==> config.mk <==
export PLATFORM = sky130hd
export DESIGN_NAME = monitor_irq_enable_config
export DESIGN_NICKNAME = d
export VERILOG_FILES = /design/src/irq_cfg_pkg.sv /design/src/monitor_irq_enable_config.sv /design/src/irq_status_bits.sv
export SDC_FILE = /design/constraint.sdc
export NUM_CORES = 1
export LEC_CHECK = 0
export ABC_AREA = 1
export BUFFER_PORTS_ARGS = -buffer_cell sky130_fd_sc_hd__buf_2
export CELL_PAD_IN_SITES_DETAIL_PLACEMENT = 0
export CELL_PAD_IN_SITES_GLOBAL_PLACEMENT = 1
export CORE_ASPECT_RATIO = 1.5
export CORE_MARGIN = 3
export CORE_UTILIZATION = 33
export DETAILED_ROUTE_END_ITERATION = 8
export GPL_TIMING_DRIVEN = 0
export PLACE_DENSITY_LB_ADDON = 0.1
export RECOVER_POWER = 50
export SKIP_LAST_GASP = 1
export SYNTH_ARGS = -nofsm -noshare
export SYNTH_HDL_FRONTEND = slang
export SYNTH_SLANG_ARGS = --single-unit
==> constraint.sdc <==
create_clock -name i_clk -period 1.7 [get_ports i_clk]
set_clock_uncertainty 0.15 [all_clocks]
set_input_delay 0.255 -clock i_clk [delete_from_list [all_inputs] [get_ports i_clk]]
set_output_delay 0.255 -clock i_clk [all_outputs]
set_load 0.05 [all_outputs]
==> src/irq_cfg_pkg.sv <==
// Package with register offsets, field positions, reset values and write and channel masks.
package irq_cfg_pkg;
	localparam logic [7:0] ADDR_VOLT_EN = 8'h7E;
	localparam logic [7:0] ADDR_CONFIG = 8'h7F;
	localparam logic [7:0] ADDR_FAN_EN = 8'h80;
	localparam logic [7:0] RST_VOLT_EN = 8'hEC;
	localparam logic [7:0] RST_CONFIG = 8'h10;
	localparam logic [7:0] RST_FAN_EN = 8'h1E;
	localparam int GROUP_BIT = 0;
	localparam int CFG_SPEED3_IRQ = 0;
	localparam int CFG_DRIVE2_IRQ = 1;
	localparam int CFG_TEMP_VALID = 3;
	localparam int CFG_SPINUP = 4;
	localparam int CFG_SOFT_RESET = 7;
	localparam logic [7:0] CFG_WRITE_MASK = 8'hF7;
	localparam logic [7:0] VOLT_CH_MASK = 8'hEC;
	localparam logic [7:0] FAN_CH_MASK = 8'h1E;
	localparam logic [7:0] FAN_WRITE_MASK = 8'hFF;
endpackage

==> src/monitor_irq_enable_config.sv <==
// Interrupt enable and configuration registers with interrupt pin muxing.
module monitor_irq_enable_config (
	input wire logic i_clk,
	input wire logic i_reset,
	input wire logic i_reg_wr,
	input wire logic [7:0] i_reg_addr,
	input wire logic [7:0] i_reg_wdata,
	output logic [7:0] o_reg_rdata,
	output logic o_reg_hit,
	input wire logic i_lock,
	input wire logic i_global_irq_en,
	input wire logic i_temp_reading_valid,
	input wire logic [7:0] i_volt_event,
	input wire logic [7:0] i_volt_clear,
	input wire logic [7:0] i_fan_event,
	input wire logic [7:0] i_fan_clear,
	input wire logic i_fan_drive2,
	input wire logic i_speed3_pin,
	output logic [7:0] o_volt_status,
	output logic [7:0] o_fan_status,
	output logic o_speed3_fan_input,
	output logic o_speed3_pin_out,
	output logic o_speed3_pin_oe,
	output logic o_fan_drive2_output,
	output logic o_spinup_reduction_en,
	output logic o_soft_reset,
	output logic o_irq_n
);
	logic [7:0] volt_en_ff;
	logic [7:0] config_ff;
	logic [7:0] fan_en_ff;
	logic soft_reset_ff;
	logic tv_meta_ff;
	logic tv_sync_ff;
	logic sp_meta_ff;
	logic sp_sync_ff;
	logic irq_n_ff;
	logic [7:0] rdata_ff;

	wire logic wr_ok = i_reg_wr & ~i_lock;
	wire logic wr_volt = wr_ok & (i_reg_addr == irq_cfg_pkg::ADDR_VOLT_EN);
	wire logic wr_cfg = wr_ok & (i_reg_addr == irq_cfg_pkg::ADDR_CONFIG);
	wire logic wr_fan = wr_ok & (i_reg_addr == irq_cfg_pkg::ADDR_FAN_EN);
	wire logic start_soft = wr_cfg & i_reg_wdata[irq_cfg_pkg::CFG_SOFT_RESET];
	wire logic [7:0] nxt_cfg = i_reg_wdata & irq_cfg_pkg::CFG_WRITE_MASK;

	// The soft reset bit is held for one cycle in soft_reset_ff; config_ff[7] is always written zero, so it reads back as zero.
	always_ff @(posedge i_clk or posedge i_reset) begin
		if (i_reset) begin
			soft_reset_ff <= 1'b0;
		end else begin
			soft_reset_ff <= start_soft;
		end
	end
	assign o_soft_reset = soft_reset_ff;

	always_ff @(posedge i_clk or posedge i_reset) begin
		if (i_reset) begin
			volt_en_ff <= irq_cfg_pkg::RST_VOLT_EN;
			config_ff <= irq_cfg_pkg::RST_CONFIG;
			fan_en_ff <= irq_cfg_pkg::RST_FAN_EN;
		end else if (soft_reset_ff) begin
			volt_en_ff <= irq_cfg_pkg::RST_VOLT_EN;
			config_ff <= irq_cfg_pkg::RST_CONFIG;
			fan_en_ff <= irq_cfg_pkg::RST_FAN_EN;
		end else begin
			if (wr_volt) begin
				volt_en_ff <= i_reg_wdata;
			end
			if (wr_cfg) begin
				config_ff <= {1'b0, nxt_cfg[6:0]};
			end
			if (wr_fan) begin
				fan_en_ff <= i_reg_wdata & irq_cfg_pkg::FAN_WRITE_MASK;
			end
		end
	end

	// The temp reading valid and speed3 pins pass two flops before any logic reads them; i_fan_drive2 is used directly.
	always_ff @(posedge i_clk or posedge i_reset) begin
		if (i_reset) begin
			tv_meta_ff <= 1'b0;
			tv_sync_ff <= 1'b0;
			sp_meta_ff <= 1'b0;
			sp_sync_ff <= 1'b0;
		end else begin
			tv_meta_ff <= i_temp_reading_valid;
			tv_sync_ff <= tv_meta_ff;
			sp_meta_ff <= i_speed3_pin;
			sp_sync_ff <= sp_meta_ff;
		end
	end

	irq_status_bits #(.WIDTH(8)) u_volt_status (
		.i_clk(i_clk),
		.i_reset(i_reset),
		.i_soft_reset(soft_reset_ff),
		.i_event(i_volt_event),
		.i_enable(volt_en_ff & irq_cfg_pkg::VOLT_CH_MASK),
		.i_clear(i_volt_clear),
		.o_status(o_volt_status)
	);

	irq_status_bits #(.WIDTH(8)) u_fan_status (
		.i_clk(i_clk),
		.i_reset(i_reset),
		.i_soft_reset(soft_reset_ff),
		.i_event(i_fan_event),
		.i_enable(fan_en_ff & irq_cfg_pkg::FAN_CH_MASK),
		.i_clear(i_fan_clear),
		.o_status(o_fan_status)
	);

	wire logic volt_irq = volt_en_ff[irq_cfg_pkg::GROUP_BIT] & (|o_volt_status);
	wire logic fan_irq = fan_en_ff[irq_cfg_pkg::GROUP_BIT] & (|o_fan_status);
	wire logic irq_active = i_global_irq_en & (volt_irq | fan_irq);

	always_ff @(posedge i_clk or posedge i_reset) begin
		if (i_reset) begin
			irq_n_ff <= 1'b1;
		end else begin
			irq_n_ff <= ~irq_active;
		end
	end
	assign o_irq_n = irq_n_ff;

	wire logic sel_speed3 = config_ff[irq_cfg_pkg::CFG_SPEED3_IRQ];
	wire logic sel_drive2 = config_ff[irq_cfg_pkg::CFG_DRIVE2_IRQ];
	// Open-drain: the pin is driven only while the interrupt is asserted low.
	assign o_speed3_pin_out = 1'b0;
	assign o_speed3_pin_oe = sel_speed3 & ~irq_n_ff;
	assign o_speed3_fan_input = sel_speed3 ? 1'b1 : sp_sync_ff;
	assign o_fan_drive2_output = sel_drive2 ? irq_n_ff : i_fan_drive2;
	assign o_spinup_reduction_en = config_ff[irq_cfg_pkg::CFG_SPINUP];

	wire logic [7:0] cfg_view = {config_ff[7:4], tv_sync_ff, config_ff[2:0]};
	wire logic hit = (i_reg_addr == irq_cfg_pkg::ADDR_VOLT_EN) |
		(i_reg_addr == irq_cfg_pkg::ADDR_CONFIG) | (i_reg_addr == irq_cfg_pkg::ADDR_FAN_EN);
	wire logic [7:0] rd_mux = (i_reg_addr == irq_cfg_pkg::ADDR_VOLT_EN) ? volt_en_ff :
		(i_reg_addr == irq_cfg_pkg::ADDR_CONFIG) ? cfg_view :
		(i_reg_addr == irq_cfg_pkg::ADDR_FAN_EN) ? fan_en_ff : 8'h00;
	assign o_reg_hit = hit;

	always_ff @(posedge i_clk or posedge i_reset) begin
		if (i_reset) begin
			rdata_ff <= 8'h00;
		end else begin
			rdata_ff <= rd_mux;
		end
	end
	assign o_reg_rdata = rdata_ff;
endmodule

==> src/irq_status_bits.sv <==
// Sticky out-of-limit status bits gated by per-channel enables.
module irq_status_bits #(
	parameter int WIDTH = 8
) (
	input wire logic i_clk,
	input wire logic i_reset,
	input wire logic i_soft_reset,
	input wire logic [WIDTH-1:0] i_event,
	input wire logic [WIDTH-1:0] i_enable,
	input wire logic [WIDTH-1:0] i_clear,
	output logic [WIDTH-1:0] o_status
);
	genvar g;
	generate
		for (g = 0; g < WIDTH; g++) begin : gen_bit
			logic status_ff;
			// A set in the cycle of a clear wins, so no event is lost.
			wire logic set_bit = i_event[g] & i_enable[g];
			wire logic nxt_status = set_bit | (status_ff & ~i_clear[g]);
			always_ff @(posedge i_clk or posedge i_reset) begin
				if (i_reset) begin
					status_ff <= 1'b0;
				end else if (i_soft_reset) begin
					status_ff <= 1'b0;
				end else begin
					status_ff <= nxt_status;
				end
			end
			assign o_status[g] = status_ff;
		end
	endgenerate
endmodule

==> results of run 1 <==
==> cell usage after synthesis <==
library cell and n:
nand2_1 97, nand3_2 7, nor3_1 4, nor2_2 1, conb_1 1, buf_6 1
o21ai_0 2, dfrtp_1 41, o21ai_2 1, a21oi_1 9, buf_1 1, nor2_1 22
nand3_4 3, mux2_2 1, inv_2 2, buf_2 4, dfstp_2 11, and2_1 1
and2_4 1, nand4_1 1, nor2_4 2, nor2_8 1, buf_4 17, buf_8 1
nand3_1 24, o21ai_1 1, nand2_4 3, inv_1 28, nand2_2 9, or2_2 2
==> per-layer routing <==
layer / wire length [um] / share of wire, %
met5: 0 / 0
met4: 95 / 1.5
met3: 327 / 5.0
met2: 3260 / 50
met1: 2812 / 43
==> metrics by stage <==
stage / setup TNS [ns] / setup WS (ns) / total power [W] / std cells / hold slack [ns]
floorplan: 0 / 0.05533 / 0.001613 / 299 / 0.1364
global placement: -31.48 / -0.7076 / 0.001728 / 478 / 0.1822
detailed placement: -0.07714 / -0.07714 / 0.001739 / 479 / 0.1031
CTS: 0 / 0.006834 / 0.002464 / 498 / 0.03291
global route: -0.004861 / -0.004861 / 0.002548 / 500 / 0.04301
finish: 0 / 0.02989 / 0.002434 / 500 / 0.03183
==> state kept, by name, indices dropped and copies added, names as in the netlist <==
register	count
tv_meta_ff	1
u_volt_status.gen_bit.status_ff	8
o_irq_n	1
volt_en_ff	8
config_ff	6
tv_sync_ff	1
fan_en_ff	8
u_fan_status.gen_bit.status_ff	8
sp_sync_ff	1
o_reg_rdata	8
sp_meta_ff	1
o_soft_reset	1
==> how the worst max path moves through the flow <==
| stage | cells after the start | slack [ns] | startpoint | to |
|---|---|---|---|---|
| 3_5_place_dp | 9 | -0.08 | i_reg_addr[0] | o_reg_hit |
| 4_1_cts | 2 | 0.007 | config_ff[0] | o_speed3_fan_input |
| 6_report | 2 | 0.03 | o_irq_n | o_fan_drive2_output |
| 3_3_place_gp | 2 | -0.71 | i_reset | fan_en_ff[7] |
| 5_1_grt | 2 | -0.005 | o_irq_n | o_fan_drive2_output |
| 2_1_floorplan | 1 | 0.06 | i_reset | config_ff[0] |
==> logic make-up (layout without fill, tap and decap cells) <==
logic type / count (synthesis) / in the layout / share of synthesized area, %
and+or+nand+nor: 178 / 178 / 34.31
buffers and inverters: 54 / 155 / 11.29
DFF: 52 / 52 / 51.14
AOI/OAI and AO/OA: 13 / 13 / 2.676
other: 1 / 1 / 0.1458
muxes: 1 / 1 / 0.4379
==> final cells by class <==
class	instances	share of cell area, %
clock buffer	5	2.075
tap	100	3.774
multi-input combinational	193	28.75
inverter	30	3.396
timing repair buffer	93	16.38
sequential	52	39.70
clock inverter	3	0.5660
buffer	24	5.358
==> cells in the final DEF (no fill, tap or decap), drive strengths merged <==
| cell type | n |
|---|---|
| inv | 30 |
| mux2 | 1 |
| nand3 | 34 |
| conb | 1 |
| nand4 | 1 |
| and2 | 2 |
| dlygate4sd3 | 11 |
| dfstp | 11 |
| nor3 | 4 |
| clkinv | 3 |
| or2 | 2 |
| clkbuf | 6 |
| o21ai | 4 |
| nor2 | 26 |
| nand2 | 109 |
| dfrtp | 41 |
| a21oi | 9 |
| buf | 105 |
==> power breakdown <==
part	switching [W]	leakage, nW	internal [W]
combinational	0.000223	1.18	0.000153
sequential	0.0000459	0.635	0.00131
clock	0.000413	0.0479	0.000288
==> critical path, delay by kind of cell (launching register included) <==
kind	cells	cell delay, ns
DFF	1	0.59
buffers and inverters	1	0.22
muxes	1	0.15
==> timing repair <==
item,CTS,global route
gates resized for setup,3,7
endpoints found under the setup margin,2,3
setup buffers,0,2
endpoints found under the hold margin,23,0
hold buffers,11,0
==> results.txt, run 1 <==
status - finished clean
Max rail drop VDD - 0.0004043 V
final setup fails - 0
Slew headroom - 44.64%
total number of vias - 2146
slowest stage delay, CP - 0.59 ns
vias per cell - 4.292
max_cap viols - 0
startpoint types - flop
Tot GR Track Use - 15.06%
Netlist cell types - 30
Hold Vio Cnt, Final - 0
flop2flop setup slack - 0.25 ns
critical-path cell list - mux2_2 -> clkbuf_4
PD cells - 734.1 nW/um^2
1st-pass router iterations - 4
register area share after synthesis - 51.14%
# nets final - 455
worst reg2reg startpoint - o_soft_reset
RSZ-0062 raised after global routing - true
Final Slew Violations - 0
P&R area growth vs syn - 28.95%
WL/cell - 12.99 um
synth top area cells - dfrtp_1 40%, nand2_1 14%, dfstp_2 11%, buf_4 5.0%, nand3_1 4.7%
leakage - 1.866 nW
# fillers - 825
crit share post-route - 98.24%
area leader, netlist - dfrtp_1
total I/O pin count - 88
post-synth top area share - 39.90%
die area - 8909 sq um
CTS root buf - clkbuf_8
CTS Buf Count - 5
Port Buf Inserts - 79
r2r endpoint - config_ff[2]
flops & latches, synth - 52
Final Wtd Congestion - 0.7077
M1 GR Usage - 19.38%
met3 Resource Use GR - 2.677%
Hold Startpoint - i_fan_clear[1]
final WL - 6.497 mm
initial antenna violation count - 0
first-pass GRT wire length - 10.40 mm
worst reg2reg path depth - 4
register area - 1316 sq um
WHS Endpoint - u_fan_status.gen_bit[1].status_ff
CP Max Fanout - 3
die width - 78.07 um
Core Area - 7417 sq um
Diodes inserted - 0
# rows - 38
grt met2 use - 25.69%
Post-Syn Area - 2571 sq um
clock-pin slew on the worst setup and hold paths - 0.09 ns
ratio of cells with drive above 1 in the final layout - 39.25%
CP Data Required Time - 1.29 ns
Multi-input gate area - 953.4 sq um
actual slew at the worst max-slew pin - 0.8273 ns
yosys warns - 0
GR peak layer - met2
Gate Count Post-Synth - 299
cell area after layout - 3316 sq um
Worst setup EP type - output pin
Final Core Density - 44.70%
CP Data Arrival Time - 1.27 ns
DRC - 0
Max Freq - 598.8 MHz
H-tree levels - 2
Syn Nets - 355
clock sink count - 52
worst-skew pair later-pin latency - 0.30 ns
minimum clock period after layout - 1.670 ns
synthesized area per cell - 8.599 sq um
initial DRC count - 131
CTS Buffer Depth - 2
Slowest-stage cell, CP - dfstp_2
vias in the first global route - 2134
pin count of the biggest net entering global routing - 38
worst hold path class - in -> reg
Overflow after GRT - 0
CTS tree - done
Hold Crit Depth - 4
chip height - 114.1 um
Post-DP HPWL - 4.722 mm
critical path type - reg -> out
antenna-violating nets left - 0
Initial Util - 34.67%
area post-placement - 3112 sq um
No activity file was read; power rests on OpenSTA's default activity.
==> run 2, diff against run 1 <==
--- a/config.mk
+++ b/config.mk
@@ -11,7 +11,8 @@
 export CELL_PAD_IN_SITES_GLOBAL_PLACEMENT = 1
 export CORE_ASPECT_RATIO = 1.5
 export CORE_MARGIN = 3
-export CORE_UTILIZATION = 33
+export CORE_UTILIZATION = 34
+export CTS_BUF_LIST = sky130_fd_sc_hd__clkbuf_8
 export DETAILED_ROUTE_END_ITERATION = 8
 export GPL_TIMING_DRIVEN = 0
 export PLACE_DENSITY_LB_ADDON = 0.1
==> run 2 against run 1 <==
Combinational power hardly changed; utilization up 0.79 points; power is 1.4% higher; setup slack improved by 0.0085 ns; clock-buffer cell count increased by 1; largest cell class unchanged.
==> results.txt, run 2 (synthesis gave the netlist of run 1 again) <==
Worst setup EP type - output pin
Hold Startpoint - i_fan_clear[1]
status - finished clean
initial DRC count - 86
slowest stage delay, CP - 0.40 ns
CTS tree - done
hold_ws - 0.02830 ns
critical path type - reg -> out
clock sink count - 52
setup TNS - 0 ns
r2r endpoint - fan_en_ff[4]
Slew headroom - 44.02%
WHS Endpoint - u_fan_status.gen_bit[1].status_ff
vias per cell - 4.349
Max Freq - 601.8 MHz
clock-pin slew on the worst setup and hold paths - 0.09 ns
PD cells - 746.2 nW/um^2
P&R area growth vs syn - 28.71%
CP top delay family - flip-flops
1st-pass router iterations - 5
final WL - 6.314 mm
Buf+Inv Stages, Crit Path - 1
CP Max Fanout - 3
worst setup margin - 0.03840 ns
minimum clock period after layout - 1.662 ns
die width - 77.01 um
Place WS - -0.05651 ns
Switch Pwr - 0.0006814 W
most common cell after layout, fill and taps aside - nand2_1
worst hold path class - in -> reg
CTS Buf Count - 5
DRC - 0
max_cap viols - 0
Final Wtd Congestion - 0.7620
Diodes inserted - 0
worst-skew pair later-pin latency - 0.31 ns
WL/cell - 12.65 um
worst reg2reg path depth - 5
Core Area - 7274 sq um
Post-DP HPWL - 4.648 mm
actual slew at the worst max-slew pin - 0.8366 ns
chip height - 112.5 um
CP Data Arrival Time - 1.26 ns
RSZ-0062 raised after global routing - false
Hold Vio Cnt, Final - 0
# nets final - 454
final setup fails - 0
H-tree levels - 2
Port Buf Inserts - 79
Max rail drop VDD - 0.0003711 V
CTS Buffer Depth - 2
flop2flop setup slack - 0.20 ns
Hold Crit Depth - 4
initial antenna violation count - 0
CP Data Required Time - 1.29 ns
CTS root buf - clkbuf_8
Comb power frac - 15.1%
internal power - 0.001788 W
sw frac - 27.59%
worst reg2reg startpoint - o_soft_reset
critical-path cell list - mux2_2 -> buf_2
crit share post-route - 97.74%
pin count of the biggest net entering global routing - 28
Tot GR Track Use - 15.68%
total number of vias - 2170
first-pass GRT wire length - 10.67 mm
# rows - 38
leakage - 1.827 nW
die area - 8663 sq um
vias in the first global route - 2200
total I/O pin count - 88
Initial Util - 35.35%
Overflow after GRT - 0
startpoint types - flop
clock share of power - 30.0%
ratio of cells with drive above 1 in the final layout - 36.34%
sequential power share - 54.9%
Final Slew Violations - 0
commonest cells after routing, fill and taps aside - 97 x nand2_1, 71 x buf_2, 41 x dfrtp_1, 28 x inv_1, 25 x nand3_1
Slowest-stage cell, CP - dfrtp_1
antenna-violating nets left - 0
-- run 2: cell count changes in the layout (fill, tap and decap cells not counted), sizes merged --
cell	delta
clkbuf	+10
inv	+1
buf	-10
clkinv	-3
clkinvlp	+1
-- run 2: final cells by class --
cell class / instances / area (sq um)
sequential: 52 / 1315
fill: 766 / 3965
buffer: 24 / 175.2
timing repair buffer: 92 / 531.8
clock inverter: 2 / 11.26
multi-input combinational: 193 / 955.9
clock buffer: 6 / 82.58
inverter: 30 / 112.6
tap: 100 / 125.1
-- run 2: what timing repair did --
action	4_1_cts	5_1_grt
hold buffers	11	0
endpoints found under the setup margin	1	2
resized for setup	1	4
buffers inserted	0	1
hold endpoints to repair	29	0
-- run 2: how the worst max path moves through the flow --
stage / from / cells after the start / endpoint
2_1_floorplan: i_reset / 1 / config_ff[0]
3_3_place_gp: i_reset / 2 / config_ff[5]
3_5_place_dp: i_reg_addr[0] / 9 / o_reg_hit
4_1_cts: i_reg_addr[0] / 9 / o_reg_hit
5_1_grt: o_irq_n / 2 / o_fan_drive2_output
6_report: config_ff[1] / 2 / o_fan_drive2_output
-- run 2: routing by layer --
layer	track usage, %	routed length (um)	up-vias
li1	-	-	1106
met3	2.408	340	10
met4	6.176	111	0
met2	26.66	3135	70
met1	19.99	2726	984
met5	0	0	-
-- run 2: power by group through the flow --
stage | logic (W) | clock network [W] | registers [W]
6_report | 0.000373 | 0.000741 | 0.00135
5_1_grt | 0.000418 | 0.000804 | 0.00137
4_1_cts | 0.000380 | 0.000761 | 0.00136
3_5_place_dp | 0.000359 | 0 | 0.00138
3_3_place_gp | 0.000349 | 0 | 0.00138
2_1_floorplan | 0.000233 | 0 | 0.00138
-- run 2: stage by stage --
stage / area, sq um / total power (W) / instances / utilization, %
5_1_grt: 3309 / 0.002587 / 499 / 45.49
2_1_floorplan: 2571 / 0.001613 / 299 / -
3_5_place_dp: 3112 / 0.001738 / 479 / 42.78
3_3_place_gp: 3092 / 0.001728 / 478 / 42.50
4_1_cts: 3318 / 0.002497 / 498 / 45.61
6_report: 3309 / 0.002469 / 499 / 45.49
-- run 2: worst reg2reg max path: stages, from the launching register on --
cell and delay (ns):
dfrtp_1 0.41, inv_2 0.16, clkbuf_1 0.43, nand2_1 0.15, nand2_1 0.10, nand2_1 0.05
